**src/rtl/pci_arb_pkg.sv**
```systemverilog
// Shared constants and types for the PCI port arbitration block.
package pci_arb_pkg;
  // Requester layout of one port arbiter.
  localparam int MASTER_COUNT = 6;
  localparam int REQ_COUNT = 8;
  localparam int BRIDGE_IDX = 6;
  localparam int SOUTH_IDX = 7;
  // Port clock is the core clock divided by this ratio.
  localparam int PORT_CLK_RATIO = 3;
  localparam logic [1:0] DIV_LAST = 2'h2;
  // Core cycles after reset release before the straps are captured.
  localparam logic [1:0] STRAP_SETTLE = 2'h3;
  // Reset values: straps read deasserted, so split buses and internal arbitration.
  localparam logic STRAP_RESET = 1'b1;
  localparam logic PIN_IDLE = 1'b1;

  typedef enum logic [2:0] {
    ARB_IDLE = 3'h1,
    ARB_GRANTED = 3'h2,
    ARB_OWNED = 3'h4
  } arb_state_t;
endpackage

```
**src/rtl/pci_port_arbitration_top.sv**
```systemverilog
// Bus ownership and bus width control for a pair of 32-bit PCI ports.
//
// Notes on behaviour
// - As addressed 64-bit target, drive acknowledge; transfer 64 bits if acknowledged.
// - As 64-bit master, drive request whenever pending transfer can use 64 bits.
// - Wide strap selects two 32-bit buses or one merged 64-bit bus.
// - In merged mode second port data carries the upper doubleword.
// - Unconnected straps read deasserted: split buses, internal arbitration.
// - Upper data, byte enables and parity use second port lines when merged.
// - All other control signals come from the first port when merged.
// - Each port chooses internal or external arbitration on its own.
// - Arbitration strap is taken at reset release; asserted means external.
// - Internal arbiter serves six request inputs and six grant outputs.
// - External mode ignores pairs one to five; pair zero is host grant/request.
// - External mode asserts host request whenever a host transfer needs the bus.
// - South bridge hold, acknowledge and snoop signals act only on port zero.
// - South bridge requests with hold; bridge grants with hold acknowledge.
// - Hold and snoop handshakes are unused under external arbitration.
// - Snoop-complete asserts once snooping of the last memory write finished.
// - Port clock runs at one third of the core clock and times arbitration.
`timescale 1ns/100ps
module pci_port_arbitration_top import pci_arb_pkg::*; (
  // Clock and reset
  input wire logic core_clk,
  input wire logic rst_b,
  // Straps
  input wire logic wide_bus_strap_n,
  input wire logic [1:0] ext_arbiter_strap_n,
  // Port clocks
  output logic [1:0] port_bus_clock,
  input wire logic [1:0] port_clock_feedback,
  // Arbitration pins, index is the port
  input wire logic [1:0][MASTER_COUNT-1:0] master_bus_request_n,
  output logic [1:0][MASTER_COUNT-1:0] master_bus_grant_n,
  input wire logic [1:0] frame_n,
  input wire logic [1:0] irdy_n,
  // South bridge handshake
  input wire logic southbridge_bus_request_n,
  output logic southbridge_bus_grant_n,
  output logic write_snoop_done_n,
  // 64-bit handshake pins
  input wire logic req64_in_n,
  output logic req64_out_n,
  output logic req64_oe_n,
  input wire logic ack64_in_n,
  output logic ack64_out_n,
  output logic ack64_oe_n,
  // First port data pins
  input wire logic [31:0] first_port_addr_data_in,
  output logic [31:0] first_port_addr_data_out,
  output logic first_port_addr_data_oe_n,
  input wire logic [3:0] first_port_cmd_byte_en_in,
  output logic [3:0] first_port_cmd_byte_en_out,
  output logic first_port_cmd_byte_en_oe_n,
  input wire logic first_port_parity_in,
  output logic first_port_parity_out,
  output logic first_port_parity_oe_n,
  // Second port data pins
  input wire logic [31:0] second_port_addr_data_in,
  output logic [31:0] second_port_addr_data_out,
  output logic second_port_addr_data_oe_n,
  input wire logic [3:0] second_port_cmd_byte_en_in,
  output logic [3:0] second_port_cmd_byte_en_out,
  output logic second_port_cmd_byte_en_oe_n,
  input wire logic second_port_parity_in,
  output logic second_port_parity_out,
  output logic second_port_parity_oe_n,
  // Core side requests
  input wire logic [1:0] host_bus_need,
  input wire logic master_drive,
  input wire logic master_can64,
  input wire logic target_drive,
  input wire logic target_can64,
  input wire logic write_posted,
  input wire logic snoop_complete,
  // Core side transmit data, upper half goes to the second port
  input wire logic [63:0] tx_addr_data,
  input wire logic [7:0] tx_cmd_byte_en,
  input wire logic [1:0] tx_parity,
  input wire logic [1:0] tx_drive,
  // Core side status and receive data
  output logic [1:0] bridge_owns_bus,
  output logic wide_mode,
  output logic [1:0] ext_arb_mode,
  output logic xfer_is_64,
  output logic [63:0] rx_addr_data,
  output logic [7:0] rx_cmd_byte_en,
  output logic [1:0] rx_parity
);
  // ----------------------------------------------------------------
  // Pin synchronisers
  // ----------------------------------------------------------------
  logic wide_s;
  logic [1:0] ext_s, fb_s, frame_s, irdy_s;
  logic [1:0][MASTER_COUNT-1:0] mreq_s;
  logic south_s, req64_s, ack64_s;
  logic [73:0] rx_s;

  pin_sync #(.WIDTH(3), .RESET_LEVEL(STRAP_RESET)) u_strap_sync (
    .core_clk(core_clk),
    .rst_b(rst_b),
    .pin_in({wide_bus_strap_n, ext_arbiter_strap_n}),
    .pin_sync_out({wide_s, ext_s})
  );

  pin_sync #(.WIDTH(19), .RESET_LEVEL(PIN_IDLE)) u_ctl_sync (
    .core_clk(core_clk),
    .rst_b(rst_b),
    .pin_in({master_bus_request_n, frame_n, irdy_n, southbridge_bus_request_n,
             req64_in_n, ack64_in_n}),
    .pin_sync_out({mreq_s, frame_s, irdy_s, south_s, req64_s, ack64_s})
  );

  pin_sync #(.WIDTH(2), .RESET_LEVEL(1'b0)) u_clk_sync (
    .core_clk(core_clk),
    .rst_b(rst_b),
    .pin_in(port_clock_feedback),
    .pin_sync_out(fb_s)
  );

  pin_sync #(.WIDTH(74), .RESET_LEVEL(1'b0)) u_data_sync (
    .core_clk(core_clk),
    .rst_b(rst_b),
    .pin_in({second_port_parity_in, first_port_parity_in,
             second_port_cmd_byte_en_in, first_port_cmd_byte_en_in,
             second_port_addr_data_in, first_port_addr_data_in}),
    .pin_sync_out(rx_s)
  );

  // ----------------------------------------------------------------
  // Strap capture and port clock
  // ----------------------------------------------------------------
  logic [1:0] settle, next_settle, div_cnt, next_div_cnt;
  logic strap_done, next_strap_done, next_wide_mode;
  logic [1:0] next_ext_arb_mode, fb_d, tick;

  assign tick = fb_s & ~fb_d;

  always_comb begin
    next_settle = settle;
    next_strap_done = strap_done;
    next_wide_mode = wide_mode;
    next_ext_arb_mode = ext_arb_mode;
    if (!strap_done) begin
      next_settle = settle + 2'h1;
      if (settle == STRAP_SETTLE) begin
        next_strap_done = 1'b1;
        next_wide_mode = ~wide_s;
        next_ext_arb_mode = ~ext_s;
      end
    end
    next_div_cnt = (div_cnt == DIV_LAST) ? 2'h0 : div_cnt + 2'h1;
  end

  // ----------------------------------------------------------------
  // Arbiters
  // ----------------------------------------------------------------
  logic [1:0][REQ_COUNT-1:0] arb_gnt;
  logic [1:0] arb_en;

  for (genvar p = 0; p < 2; p++) begin : g_arb
    logic [REQ_COUNT-1:0] req;
    logic fa, idle;
    // merged bus uses first port control
    assign fa = ~frame_s[0];
    assign idle = frame_s[0] & irdy_s[0];
    // six masters plus bridge and south bridge
    // south bridge only on port zero
    assign req = {(p == 0) ? ~south_s : 1'b0, host_bus_need[p], ~mreq_s[p]};
    assign arb_en[p] = strap_done & ~ext_arb_mode[p] & ((p == 0) | ~wide_mode);

    pci_rr_arbiter u_arb (
      .core_clk(core_clk),
      .rst_b(rst_b),
      .enable(arb_en[p]),
      .tick(tick[p]),
      .req(req),
      .frame_active((p == 0 || wide_mode) ? fa : ~frame_s[p]),
      .bus_idle((p == 0 || wide_mode) ? idle : frame_s[p] & irdy_s[p]),
      .gnt(arb_gnt[p])
    );
  end

  // ----------------------------------------------------------------
  // Pin outputs
  // ----------------------------------------------------------------
  logic [1:0][MASTER_COUNT-1:0] next_grant_n;
  logic [1:0] next_owns;
  logic next_south_gnt_n, snoop_done, next_snoop_done;
  logic next_req64_out_n, next_req64_oe_n, next_ack64_out_n, next_ack64_oe_n;
  logic next_xfer_is_64, up_drive;

  always_comb begin
    for (int p = 0; p < 2; p++) begin
      if (p == 1 && wide_mode) begin
        next_grant_n[p] = {MASTER_COUNT{1'b1}};
        next_owns[p] = next_owns[0];
      end else if (ext_arb_mode[p]) begin
        // host request on grant line zero
        next_grant_n[p] = {{(MASTER_COUNT-1){1'b1}}, ~host_bus_need[p]};
        // host grant from request line zero
        next_owns[p] = ~mreq_s[p][0];
      end else begin
        next_grant_n[p] = ~arb_gnt[p][MASTER_COUNT-1:0];
        next_owns[p] = arb_gnt[p][BRIDGE_IDX];
      end
    end
    next_south_gnt_n = ~(arb_gnt[0][SOUTH_IDX] & ~ext_arb_mode[0]);
    // completion wins over a new write
    next_snoop_done = snoop_done;
    if (ext_arb_mode[0]) begin
      next_snoop_done = 1'b0;
    end else if (snoop_complete) begin
      next_snoop_done = 1'b1;
    end else if (write_posted) begin
      next_snoop_done = 1'b0;
    end
    next_req64_oe_n = ~(wide_mode & master_drive);
    next_req64_out_n = ~(wide_mode & master_drive & master_can64);
    next_ack64_oe_n = ~(wide_mode & target_drive);
    next_ack64_out_n = ~(wide_mode & target_drive & ~req64_s & target_can64);
    next_xfer_is_64 = wide_mode & ((target_drive & ~req64_s & target_can64) |
                                   (master_drive & ~ack64_s));
    up_drive = wide_mode ? (tx_drive[0] & xfer_is_64) : tx_drive[1];
  end

  always_ff @(posedge core_clk or negedge rst_b) begin
    if (!rst_b) begin
      settle <= 2'h0;
      strap_done <= 1'b0;
      wide_mode <= 1'b0;
      ext_arb_mode <= 2'h0;
      div_cnt <= 2'h0;
      port_bus_clock <= 2'h0;
      fb_d <= 2'h0;
      master_bus_grant_n <= '1;
      bridge_owns_bus <= 2'h0;
      southbridge_bus_grant_n <= 1'b1;
      snoop_done <= 1'b0;
      write_snoop_done_n <= 1'b1;
      req64_out_n <= 1'b1;
      req64_oe_n <= 1'b1;
      ack64_out_n <= 1'b1;
      ack64_oe_n <= 1'b1;
      xfer_is_64 <= 1'b0;
      first_port_addr_data_out <= 32'h0;
      first_port_cmd_byte_en_out <= 4'h0;
      first_port_parity_out <= 1'b0;
      first_port_addr_data_oe_n <= 1'b1;
      first_port_cmd_byte_en_oe_n <= 1'b1;
      first_port_parity_oe_n <= 1'b1;
      second_port_addr_data_out <= 32'h0;
      second_port_cmd_byte_en_out <= 4'h0;
      second_port_parity_out <= 1'b0;
      second_port_addr_data_oe_n <= 1'b1;
      second_port_cmd_byte_en_oe_n <= 1'b1;
      second_port_parity_oe_n <= 1'b1;
      rx_addr_data <= 64'h0;
      rx_cmd_byte_en <= 8'h0;
      rx_parity <= 2'h0;
    end else begin
      settle <= next_settle;
      strap_done <= next_strap_done;
      wide_mode <= next_wide_mode;
      ext_arb_mode <= next_ext_arb_mode;
      div_cnt <= next_div_cnt;
      port_bus_clock <= {2{next_div_cnt == 2'h0}};
      fb_d <= fb_s;
      master_bus_grant_n <= next_grant_n;
      bridge_owns_bus <= next_owns;
      southbridge_bus_grant_n <= next_south_gnt_n;
      snoop_done <= next_snoop_done;
      write_snoop_done_n <= ~next_snoop_done;
      req64_out_n <= next_req64_out_n;
      req64_oe_n <= next_req64_oe_n;
      ack64_out_n <= next_ack64_out_n;
      ack64_oe_n <= next_ack64_oe_n;
      xfer_is_64 <= next_xfer_is_64;
      first_port_addr_data_out <= tx_addr_data[31:0];
      first_port_cmd_byte_en_out <= tx_cmd_byte_en[3:0];
      first_port_parity_out <= tx_parity[0];
      first_port_addr_data_oe_n <= ~tx_drive[0];
      first_port_cmd_byte_en_oe_n <= ~tx_drive[0];
      first_port_parity_oe_n <= ~tx_drive[0];
      second_port_addr_data_out <= tx_addr_data[63:32];
      second_port_cmd_byte_en_out <= tx_cmd_byte_en[7:4];
      second_port_parity_out <= tx_parity[1];
      second_port_addr_data_oe_n <= ~up_drive;
      second_port_cmd_byte_en_oe_n <= ~up_drive;
      second_port_parity_oe_n <= ~up_drive;
      rx_addr_data <= rx_s[63:0];
      rx_cmd_byte_en <= rx_s[71:64];
      rx_parity <= rx_s[73:72];
    end
  end
endmodule

```
**src/rtl/pci_rr_arbiter.sv**
```systemverilog
// Rotating-priority arbiter for one PCI port.
`timescale 1ns/100ps
module pci_rr_arbiter import pci_arb_pkg::*; (
  // Clock and reset
  input wire logic core_clk,
  input wire logic rst_b,
  // Control
  input wire logic enable,
  input wire logic tick,
  input wire logic [REQ_COUNT-1:0] req,
  input wire logic frame_active,
  input wire logic bus_idle,
  // Grant
  output logic [REQ_COUNT-1:0] gnt
);
  arb_state_t state, next_state;
  logic [REQ_COUNT-1:0] next_gnt;
  logic [2:0] last, next_last;
  logic [3:0] pick;

  // Searches from the requester after the last owner, so the owner comes last.
  function automatic logic [3:0] pick_next(input logic [REQ_COUNT-1:0] r,
                                           input logic [2:0] from);
    logic [3:0] res;
    logic [2:0] idx;
    res = 4'h0;
    for (int i = REQ_COUNT; i >= 1; i--) begin
      idx = from + 3'(i);
      if (r[idx]) begin
        res = {1'b1, idx};
      end
    end
    return res;
  endfunction

  always_comb begin
    pick = pick_next(req, last);
    next_state = state;
    next_gnt = gnt;
    next_last = last;
    if (!enable) begin
      next_state = ARB_IDLE;
      next_gnt = '0;
    end else if (tick) begin
      unique case (state)
        ARB_IDLE: begin
          if (pick[3]) begin
            next_gnt = REQ_COUNT'(1) << pick[2:0];
            next_last = pick[2:0];
            next_state = ARB_GRANTED;
          end
        end
        ARB_GRANTED: begin
          if (frame_active) begin
            next_state = ARB_OWNED;
          end else if (!req[last] && bus_idle) begin
            next_gnt = '0;
            next_state = ARB_IDLE;
          end
        end
        ARB_OWNED: begin
          if (pick[3]) begin
            next_gnt = REQ_COUNT'(1) << pick[2:0];
            next_last = pick[2:0];
            next_state = ARB_GRANTED;
          end else begin
            next_gnt = '0;
            next_state = ARB_IDLE;
          end
        end
      endcase
    end
  end

  always_ff @(posedge core_clk or negedge rst_b) begin
    if (!rst_b) begin
      state <= ARB_IDLE;
      gnt <= '0;
      last <= 3'h7;
    end else begin
      state <= next_state;
      gnt <= next_gnt;
      last <= next_last;
    end
  end
endmodule

```
**src/rtl/pin_sync.sv**
```systemverilog
// Two flip-flop synchroniser for a vector of pins.
`timescale 1ns/100ps
module pin_sync #(
  parameter int WIDTH = 1,
  parameter logic RESET_LEVEL = 1'b1
) (
  // Clock and reset
  input wire logic core_clk,
  input wire logic rst_b,
  // Data
  input wire logic [WIDTH-1:0] pin_in,
  output logic [WIDTH-1:0] pin_sync_out
);
  logic [WIDTH-1:0] stage1;

  always_ff @(posedge core_clk or negedge rst_b) begin
    if (!rst_b) begin
      stage1 <= {WIDTH{RESET_LEVEL}};
      pin_sync_out <= {WIDTH{RESET_LEVEL}};
    end else begin
      stage1 <= pin_in;
      pin_sync_out <= stage1;
    end
  end
endmodule
```
**config.mk**
```make
export PLATFORM = sky130hd
export DESIGN_NAME = pci_port_arbitration_top
export DESIGN_NICKNAME = d
export VERILOG_FILES = /design/src/rtl/pci_arb_pkg.sv /design/src/rtl/pci_port_arbitration_top.sv /design/src/rtl/pci_rr_arbiter.sv /design/src/rtl/pin_sync.sv
export SDC_FILE = /design/constraint.sdc
export NUM_CORES = 1
export LEC_CHECK = 0
export BUFFER_PORTS_ARGS = -buffer_cell sky130_fd_sc_hd__buf_4
export CAP_MARGIN = 0
export CORE_ASPECT_RATIO = 1.75
export CORE_MARGIN = 1
export CORE_UTILIZATION = 30
export DETAILED_ROUTE_END_ITERATION = 8
export PLACE_DENSITY_LB_ADDON = 0.12
export SYNTH_ARGS = -nofsm -noshare
export SYNTH_HDL_FRONTEND = slang
export SYNTH_SLANG_ARGS = --single-unit
```
**constraint.sdc**
```tcl
create_clock -name core_clk -period 4.5 [get_ports core_clk]
set_input_delay 0.225 -clock core_clk [delete_from_list [all_inputs] [get_ports core_clk]]
set_output_delay 0.225 -clock core_clk [all_outputs]
set_load 0.05 [all_outputs]
```
**Word-level counts from Yosys, hierarchy flattened**

Cells that the tools add are included.

- Flip-flop bits (word level): 406
- Latch bits: 0
- RAM bits: 0
- Bits in read-only memories: 0
- Input port bits: 184
- Output and inout port bits: 180
- Logic and storage cells: 246
- Memories: 0

- $add $sub $neg: 16
- Multiply operators: 0
- Div/mod/pow operators: 0
- Magnitude comparators: 16
- Eq/ne operators: 18
- Shift-type cells: 2
- Multiplexer cells: 91
- Bitwise logic cells: 46
- Reductions and logical operators: 14

Operators by type and width:

| cell | number |
|---|---|
| < comparator 3 x 4 -> 1 bit, second input constant | 16 |
| 2-to-1 mux 4 bit | 16 |
| binary-select mux 1 bit (select 3 bit) | 16 |
| 2-to-1 mux 8 bit | 6 |
| 2-to-1 mux 7 bit | 6 |
| 2-to-1 mux 3 bit | 10 |
| 2-to-1 mux 1 bit | 27 |
| adder 3 bit, second input constant | 8 |
| inverter 6 bit | 4 |
| one-hot mux 8 bit (3 select lines) | 1 |
| inverter 1 bit | 22 |
| one-hot mux 7 bit (3 select lines) | 1 |
| 2-to-1 mux 6 bit | 3 |
| != test 3 bit, second input constant | 6 |
| one-hot mux 3 bit (3 select lines) | 2 |
| AND 1 bit | 16 |
| AND reduction 4 bit | 4 |
| adder 3 x 2 -> 3 bit, second input constant | 4 |
| != test 4 bit, second input constant | 2 |
| left shift 1 x 3 -> 8 bit, first input constant | 1 |
| left shift 1 x 3 -> 7 bit, first input constant | 1 |
| adder 3 x 1 -> 3 bit, second input constant | 2 |
| equality test 3 x 1 -> 1 bit, second input constant | 2 |
| equality test 3 x 2 -> 1 bit, second input constant | 2 |
| 14 further kinds | 25 |

**Longest topological paths before layout**

Gate-level depths: netlist of run 1.

- Depth in word-level cells: 16
- Mapped depth: 14
- Gate-level depth less buffers: 10

**Cells and area by module**

Synthesis of run 1 repeated with hierarchy kept, for this count alone.

- Cell total of the unflattened synthesis: 794
- Area total of the unflattened synthesis: 13,300.3 µm²

By module, submodules not included:

| module | instances | cells each | area an instance (µm²) |
|---|---|---|---|
| pci_port_arbitration_top | 1 | 256 | 5,032.3 |
| pin_sync (u_data_sync) | 1 | 148 | 3,703.6 |
| pci_rr_arbiter (g_arb[0].u_arb) | 1 | 179 | 1,705.4 |
| pci_rr_arbiter (g_arb[1].u_arb) | 1 | 163 | 1,602.8 |
| pin_sync (u_ctl_sync) | 1 | 38 | 998.5 |
| pin_sync (u_strap_sync) | 1 | 6 | 157.7 |
| pin_sync (u_clk_sync) | 1 | 4 | 100.1 |

**Worst setup path after synthesis of run 1**

No wires, ideal clock.

- Path kind: reg-to-reg
- From: register g_arb[1].u_arb.last[1]
- To: register g_arb[1].u_arb.gnt[4]
- Data arrival time: 3,560 ps
- Required time: 4,378 ps
- Path slack: 819 ps
- Stages on the path, launching flop included: 14
- Clock period less this slack: 3,681 ps
- Path through: dfstp_2 clkbuf_1 clkbuf_1 inv_1 ha_1 buf_2 nor2b_1 o21a_1 o31ai_1 o221ai_1 a21boi_0 mux2_2 nor2b_1 a32o_1

- Word-level cells in the longest chain between the ends: 15

RTL lines:

| what | RTL line | RTL |
|---|---|---|
| from (decl) | pci_rr_arbiter.sv:18 | `logic [2:0] last, next_last;` |
| from (signal assigned) | pci_rr_arbiter.sv:83 | `last <= next_last;` |
| adder 3 bit / binary-select mux 1 bit (select 3 bit) (equally long branches) | pci_rr_arbiter.sv:28, pci_rr_arbiter.sv:29, pci_rr_arbiter.sv:56 |  |
| binary-select mux 1 bit (select 3 bit) / 2-to-1 mux 1 bit (equally long branches) | pci_rr_arbiter.sv:29, pci_rr_arbiter.sv:56 |  |
| 2-to-1 mux 1 bit (not written as such) / 2-to-1 mux 4 bit (equally long branches) | pci_rr_arbiter.sv:29 | `if (r[idx]) begin` |
| 2-to-1 mux 4 bit (7 in a row) | pci_rr_arbiter.sv:29 |  |
| left shift 1 x 3 -> 7 bit | pci_rr_arbiter.sv:48, pci_rr_arbiter.sv:63 |  |
| 2-to-1 mux 7 bit, on equally long branches | pci_rr_arbiter.sv:62, pci_rr_arbiter.sv:47 |  |
| one-hot mux 7 bit (3 select lines) | pci_rr_arbiter.sv:45 | `unique case (state)` |
| 2-to-1 mux 7 bit | pci_rr_arbiter.sv:44 | `end else if (tick) begin` |
| 2-to-1 mux 7 bit | pci_rr_arbiter.sv:41 | `if (!enable) begin` |
| to (signal assigned) | pci_rr_arbiter.sv:82 | `gnt <= next_gnt;` |
| to (decl) | pci_rr_arbiter.sv:14 | `output logic [REQ_COUNT-1:0] gnt` |

Parallel ways exist; a longest one is shown, timed or not. The select of a mux whose other input is x is not followed.
A chain may end at the register's enable or synchronous reset.

**Worst setup path in the final report of run 1**

- From: register g_arb[1].u_arb.last[1]
- To: register g_arb[1].u_arb.gnt[3]

Same word-level chain as after synthesis.

==> key figures, run 1 <==
Detailed routing
  – Residual DRC: 0
  – Post-Route WL: 34.52 mm
  – Routed vias: 8,873
  – Wire per inst: 17.33 µm
  – DRT antenna net count: 0
  – Pre-antenna DRT Iters: 4
  – Vias per cell: 4.454
  – Iter 0 DRT Violations: 331

Floorplan
  – Chip width: 161 µm
  – Die footprint: 45,120 µm²
  – Die Y: 280.3 µm
  – CORE AREA: 43,470 µm²
  – FP Rows: 101
  – Starting Density: 30.53%
  – Num ports: 364

Power
  – Combinational Power Share: 30.1%
  – Worst VDD drop: 0.3617 mV
  – Clk pwr share: 31.3%
  – Net Sw Power: 3.540 mW
  – Sequential share of power: 38.6%
  – Sw Ratio: 32.81%
  – PwrDens: 544.9 nW/µm²
  – Internal: 7.248 mW
  – Leakage power: 8.929 nW

STA
  – Unrepaired setup endpoints after global routing: false
  – Fin crit period: 3838 ps
  – Final period utilization: 85.28%
  – Measured slew at the worst slew-check pin: 773.2 ps
  – Final TNS setup: 0 ps
  – FMAX: 260.6 MHz
  – Final Hold Fails: 0
  – Final setup viols: 0
  – Clock skew: 22.44 ps
  – Fin Hold WS: 144.2 ps
  – Final Max Tran Viols: 0
  – Slew headroom: 48.21%

Clock tree
  – Clock buffer depth: 3
  – Total CTS buffers: 40
  – Root buffer cell: clkbuf_16
  – CTS tree: done
  – CTS H-tree lvls: 2
  – Clock-pin slew on the worst setup and hold paths: 70 ps
  – Worst-Skew Late Latency: 550 ps
  – # Post-CTS Setup Buffers: 0
  – Clock Sink Count: 406

Worst setup path
  – Critical Path Fanout Max: 25
  – CP cell instances: inv_1, ha_1, mux4_2, and2_1, o221ai_1, o311a_1, a211oi_1, o32ai_1, nor2_1, a22o_1
  – Element type at the critical path end: register
  – CP Class: reg2reg
  – Worst Path Required: 4920 ps
  – Slowest-stage cell, CP: dfstp_2
  – Top delay family on crit path: compound AO/OA/AOI/OAI gates
  – Worst Path Buf+Inv: 1
  – Critical Path AT: 4250 ps
  – CP Launch Type: register
  – Max incr delay on CP: 850 ps

Placed design
  – Hpwl dp: 23.94 mm
  – Gp weighted congestion: 0.8364
  – Count of input and output buffers: 363

Global routing
  – Pin count of the biggest net entering global routing: 120
  – GRT Total Usage: 15.40%
  – Vias in the first global route: 9,828
  – Total gr overflow: 0
  – First-pass GRT wire length: 53.41 mm
  – Initial antenna violation count: 4

Run
  – Max-cap viol count: 0

Synth
  – Synthesized area: 13,270 µm²
  – Yosys top cell area share: 62.97%
  – Cell with the most instances after synthesis: dfrtp_1
  – Gate Count Post-Synth: 833
  – Main synth FF type: dfrtp_1
  – Mean area per synthesized cell: 15.93 µm²
  – Number of synthesized register bits: 406
  – Synthesis warning total: 0
  – Post-synth ARST share: 100.0%
  – Dominant cells by area after synthesis: dfrtp_1 63%, dfstp_2 14%, mux4_2 2.4%
  – Post-synth EDFFs: 0
  – Register area share after synthesis: 77.22%
  – Leading cell types by count after synthesis: 334 x dfrtp_1, 72 x dfstp_2, 43 x nand2_1
  – Synth cell types: 72
  – Syn Nets: 1,022
  – Largest area contributor in the netlist: dfrtp_1

Layout
  – Fillers: 3,966
  – Layout Utilization: 45.54%
  – Final #Nets: 1,580
  – Layout cells sized above 1: 37.88%
  – Area delta synth->final: 49.15%

Worst hold path
  – Hold crit path type: in2reg

Run status
  – Status: complete, no violations
tightest hold or removal path: stages:
cell     delay, ps
buf_4          160
mux2i_1        130
or2_2          120
layer usage:
metal | share of wire (%) | vias up | GRT usage, %
met4 | 3.7 | 2 | 6.967
met2 | 56 | 299 | 29.05
met3 | 6.4 | 64 | 3.991
met5 | 0.049 | - | 0
met1 | 34 | 4491 | 15.66
li1 | - | 4017 | -
power groups by stage:
stage                     registers [mW]  clock network [mW]  logic [mW]
after floorplan                     4.44                   0        1.99
after global placement              4.22                   0        3.09
after detailed placement            4.23                   0        3.11
after CTS                           4.17                3.52        3.26
after global routing                4.20                3.64        3.54
final                               4.17                3.38        3.24
cell type report:
class	instances	area, µm²	area share, %
Sequential cell	406	10250	51.78
Timing Repair Buffer	553	4652	23.50
Multi-Input combinational cell	370	2755	13.92
Clock buffer	64	1202	6.074
Tap cell	566	708.2	3.577
Clock inverter	10	146.4	0.7395
Inverter	20	75.07	0.3792
Antenna cell	3	7.507	0.03792
stage by stage:
stage | area [µm²] | total power [mW] | instances | setup WS, ps
after detailed placement | 16620 | 7.343 | 1733 | 673.5
final | 19800 | 10.79 | 1992 | 662.2
after global routing | 19800 | 11.38 | 1992 | 361.9
after CTS | 19790 | 10.95 | 1989 | 640.9
after global placement | 16620 | 7.312 | 1733 | 763.7
after floorplan | 13270 | 6.425 | 833 | 818.6
state kept, by name (all words and copies together), names as in the netlist, 15 cells and up:
| signal | count |
|---|---|
| second_port_addr_data_out | 32 |
| u_ctl_sync.stage1 | 19 |
| rx_addr_data | 64 |
| first_port_addr_data_out | 32 |
| u_data_sync.pin_sync_out | 74 |
| g_arb.u_arb.gnt | 15 |
| u_data_sync.stage1 | 74 |
| u_ctl_sync.pin_sync_out | 19 |
worst paths after layout:
kind / from / endpoint / slack (ps) / cells past startpoint
setup / recovery: g_arb[1].u_arb.last[1] / g_arb[1].u_arb.gnt[3] / 660 / 10
hold / removal: host_bus_need[1] / master_bus_grant_n[6] / 140 / 3
setup reg to reg: g_arb[1].u_arb.last[1] / g_arb[1].u_arb.gnt[3] / 660 / 10
hold reg to reg: u_strap_sync.stage1[1] / u_strap_sync.pin_sync_out[1] / 340 / 0
max in group asynchronous: rst_b / u_data_sync.stage1[66] / 3020 / 3
min in group asynchronous: rst_b / second_port_addr_data_out[18] / 310 / 2
repair_timing:
action	in CTS	in global routing
resized for setup	0	0
hold endpoints to repair	279	0
hold buffers	182	0
cells in the final DEF, fill, tap and decap left out, types with 5 or more instances in the layout:
| master | Yosys | layout |
|---|---|---|
| dfstp_2 | 72 | 72 |
| o211ai_1 | 8 | 8 |
| clkbuf_1 | 14 | 14 |
| nor3_1 | 7 | 7 |
| nor2b_1 | 16 | 16 |
| o31ai_1 | 6 | 6 |
| dfrtp_1 | 334 | 334 |
| clkbuf_16 | 0 | 41 |
| buf_4 | 8 | 367 |
| o22ai_1 | 5 | 5 |
| clkbuf_8 | 0 | 9 |
| dlygate4sd3_1 | 0 | 182 |
| nand2b_1 | 23 | 23 |
| mux2_2 | 9 | 9 |
| nand3_1 | 12 | 12 |
| o21ai_0 | 28 | 28 |
| nor2_1 | 23 | 23 |
| a31oi_1 | 6 | 6 |
| inv_1 | 18 | 18 |
| a21oi_1 | 17 | 17 |
| mux4_2 | 14 | 14 |
| xnor2_1 | 8 | 8 |
| nand3b_1 | 7 | 7 |
| a22o_1 | 9 | 9 |
| mux2i_1 | 25 | 25 |
| a211o_1 | 5 | 5 |
| nand2_1 | 43 | 43 |
| o221ai_1 | 6 | 6 |
| and2_1 | 5 | 5 |
| ha_1 | 5 | 5 |
cell families after synthesis:
logic type,synth area share (%)
fa+ha+maj,0.4713
flops,77.22
simple gates,6.486
mux,5.025
compound gates,7.862
xor+xnor,0.9144
buf+inv,2.017
(Power assumes the default switching activity.)
==> inputs of run 2 (changes only) <==
--- a/config.mk
+++ b/config.mk
@@ -12,4 +12,5 @@
 export CORE_UTILIZATION = 30
 export DETAILED_ROUTE_END_ITERATION = 8
+export HOLD_SLACK_MARGIN = 0.08
 export PLACE_DENSITY_LB_ADDON = 0.12
 export SYNTH_ARGS = -nofsm -noshare
==> constraint.sdc (replaced) <==
create_clock -name core_clk -period 4.5 [get_ports core_clk]
set_input_delay 0.45 -clock core_clk [delete_from_list [all_inputs] [get_ports core_clk]]
set_output_delay 0.45 -clock core_clk [all_outputs]
set_load 0.05 [all_outputs]
==> run 2 against run 1 <==
Effect of this change:
- via count is 2.1% lower
- die area stayed put
- fmax is 0.94% higher
- worst setup slack better by 36 ps
- power is 2.6% lower
- clock-buffer cell count is 13 lower
- first-iteration DRC count is 3.9% higher
- sequential cell count stayed put
- critical path depth stayed put
- hold slack better by 12 ps
- largest power group unchanged
- highest routed layer unchanged
==> key figures, run 2 (synthesis gave the netlist of run 1 again) <==
Clock tree
  – Clock buffer depth: 3
  – Total CTS buffers: 39
  – # Post-CTS Setup Buffers: 0
  – Clock-pin slew on the worst setup and hold paths: 60 ps
  – CTS H-tree lvls: 2
  – Post-CTS Resized: 0
  – # hold bufs at CTS: 178
  – Clock Sink Count: 406
  – Root buffer cell: clkbuf_16
  – Worst-Skew Late Latency: 550 ps
  – CTS tree: done

STA
  – Measured slew at the worst slew-check pin: 968.7 ps
  – FMAX: 263.0 MHz
  – Clock skew: 18.15 ps
  – Unrepaired setup endpoints after global routing: false
  – Fin crit period: 3802 ps
  – Final period utilization: 84.49%
  – Final Hold Fails: 0
  – Final setup viols: 0
  – Slew headroom: 35.42%
  – Worst setup margin: 698.0 ps
  – Final Max Tran Viols: 0
  – Final TNS setup: 0 ps

Power
  – Net Sw Power: 3.513 mW
  – Sequential share of power: 39.6%
  – Clk pwr share: 29.6%
  – Leakage power: 8.861 nW
  – Internal: 6.999 mW
  – Combinational Power Share: 30.8%
  – Worst VDD drop: 0.3581 mV
  – PwrDens: 535.8 nW/µm²
  – Sw Ratio: 33.42%

Placed design
  – Post-place setup slack: 748.1 ps
  – Placed Instances: 1,735
  – DP Area: 16,620 µm²
  – Gp weighted congestion: 0.8671
  – Count of input and output buffers: 363
  – Hpwl dp: 24.33 mm

Floorplan
  – Starting Density: 30.53%
  – CORE AREA: 43,470 µm²
  – FP Rows: 101
  – Chip width: 161 µm
  – Num ports: 364
  – Die Y: 280.3 µm
  – Die footprint: 45,120 µm²

Detailed routing
  – Vias per cell: 4.381
  – Routed vias: 8,688
  – DRT antenna net count: 0
  – Residual DRC: 0
  – Wire per inst: 17.31 µm
  – Post-Route WL: 34.33 mm
  – Iter 0 DRT Violations: 344
  – Pre-antenna DRT Iters: 4

Worst setup path
  – R2r worst-path depth: 10
  – Element type at the critical path end: register
  – CP Class: reg2reg
  – CP Launch Point: g_arb[1].u_arb.last[1]
  – R2r setup slk: 700 ps
  – Critical Path AT: 4220 ps
  – Slowest-stage cell, CP: dfstp_2
  – Critical Path Fanout Max: 25
  – Worst Path Required: 4920 ps
  – Setup crit end: g_arb[1].u_arb.gnt[2]
  – Max incr delay on CP: 840 ps
  – Reg2reg end: g_arb[1].u_arb.gnt[2]
  – CP Launch Type: register
  – Worst R2R Start: g_arb[1].u_arb.last[1]
  – CP cell instances: inv_1, ha_1, mux4_2, and2_1, o221ai_1, o311a_1, a211oi_1, o32ai_1, nor2_1, a22o_1

Global routing
  – Vias in the first global route: 9,554
  – Total gr overflow: 0
  – GRT Total Usage: 15.43%
  – Pin count of the biggest net entering global routing: 119
  – First-pass GRT wire length: 53.25 mm
  – Initial antenna violation count: 2

Layout
  – Most frequent cells in the layout: 370 x buf_4, 334 x dfrtp_1, 178 x dlygate4sd3_1, 72 x dfstp_2, 43 x nand2_1
  – Area delta synth->final: 47.81%
  – Commonest non-fill, non-tap cell in the layout: buf_4
  – Non-Filler Instances: 1,983
  – Post-route cell area: 19,620 µm²
  – Final #Nets: 1,577
  – Layout cells sized above 1: 38.14%
  – Biggest regs: u_data_sync.pin_sync_out x74, u_data_sync.stage1 x74, rx_addr_data x64

Worst hold path
  – Hold crit path type: in2reg

Run status
  – Status: complete, no violations

Run
  – Max-cap viol count: 0
run 2: cell count changes in the layout (fill, tap and decap cells not counted), moves of 3 or more:
cell,previous run,this run
buf_4,367,370
clkinv_2,3,9
inv_6,1,4
clkbuf_1,14,10
clkbuf_8,9,2
dlygate4sd3_1,182,178
run 2: layout make-up:
cell class	instances	area, µm²
Sequential cell	406	10250
Antenna cell	1	2.502
Tap cell	566	708.2
Inverter	20	75.07
Timing Repair Buffer	551	4614
Multi-Input combinational cell	370	2755
Clock buffer	51	1041
Fill cell	3995	23850
Clock inverter	18	172.7
run 2: through the flow:
stage / power, mW / hold WS (ps) / util, %
finish: 10.51 / 155.8 / 45.13
floorplan: 6.425 / 154.4 / -
global placement: 7.340 / 331.1 / 38.23
CTS: 10.67 / 123.2 / 45.12
global route: 11.12 / 145.7 / 45.13
detailed placement: 7.339 / 334.7 / 38.23
run 2: metal layers:
metal / track usage (%) / share of wire [%] / wire, µm / vias to the layer above
met5: 0 / 0.044 / 15 / -
met4: 6.313 / 3.3 / 1136 / 2
met3: 4.183 / 6.4 / 2208 / 61
met2: 29.09 / 56 / 19240 / 292
met1: 15.82 / 34 / 11730 / 4332
li1: - / - / - / 4001
run 2: worst min-delay path by stage:
stage          slack (ps)  cells after the start                       to                          from
6_report              160                      3  second_port_parity_oe_n                   tx_drive[1]
3_3_place_gp          330                      0         rx_addr_data[25]  u_data_sync.pin_sync_out[25]
3_5_place_dp          330                      0         rx_addr_data[20]  u_data_sync.pin_sync_out[20]
5_1_grt               150                      3  second_port_parity_oe_n                   tx_drive[1]
4_1_cts               120                      3  second_port_parity_oe_n                   tx_drive[1]
2_1_floorplan         150                      0       bridge_owns_bus[0]                         rst_b
run 2: power by group through the flow:
stage	Combinational [mW]	Clock (mW)	Sequential, mW
finish	3.24	3.11	4.16
global placement	3.11	0	4.23
CTS	3.25	3.25	4.17
floorplan	1.99	0	4.44
detailed placement	3.11	0	4.23
global route	3.53	3.39	4.20
run 2: critical path, delay by kind of cell (launching register included):
| family | cells | cell delay [ps] |
|---|---|---|
| fa+ha+maj | 1 | 450 |
| flops | 1 | 840 |
| buf+inv | 1 | 90 |
| compound gates | 5 | 1320 |
| mux | 1 | 620 |
| simple gates | 2 | 360 |
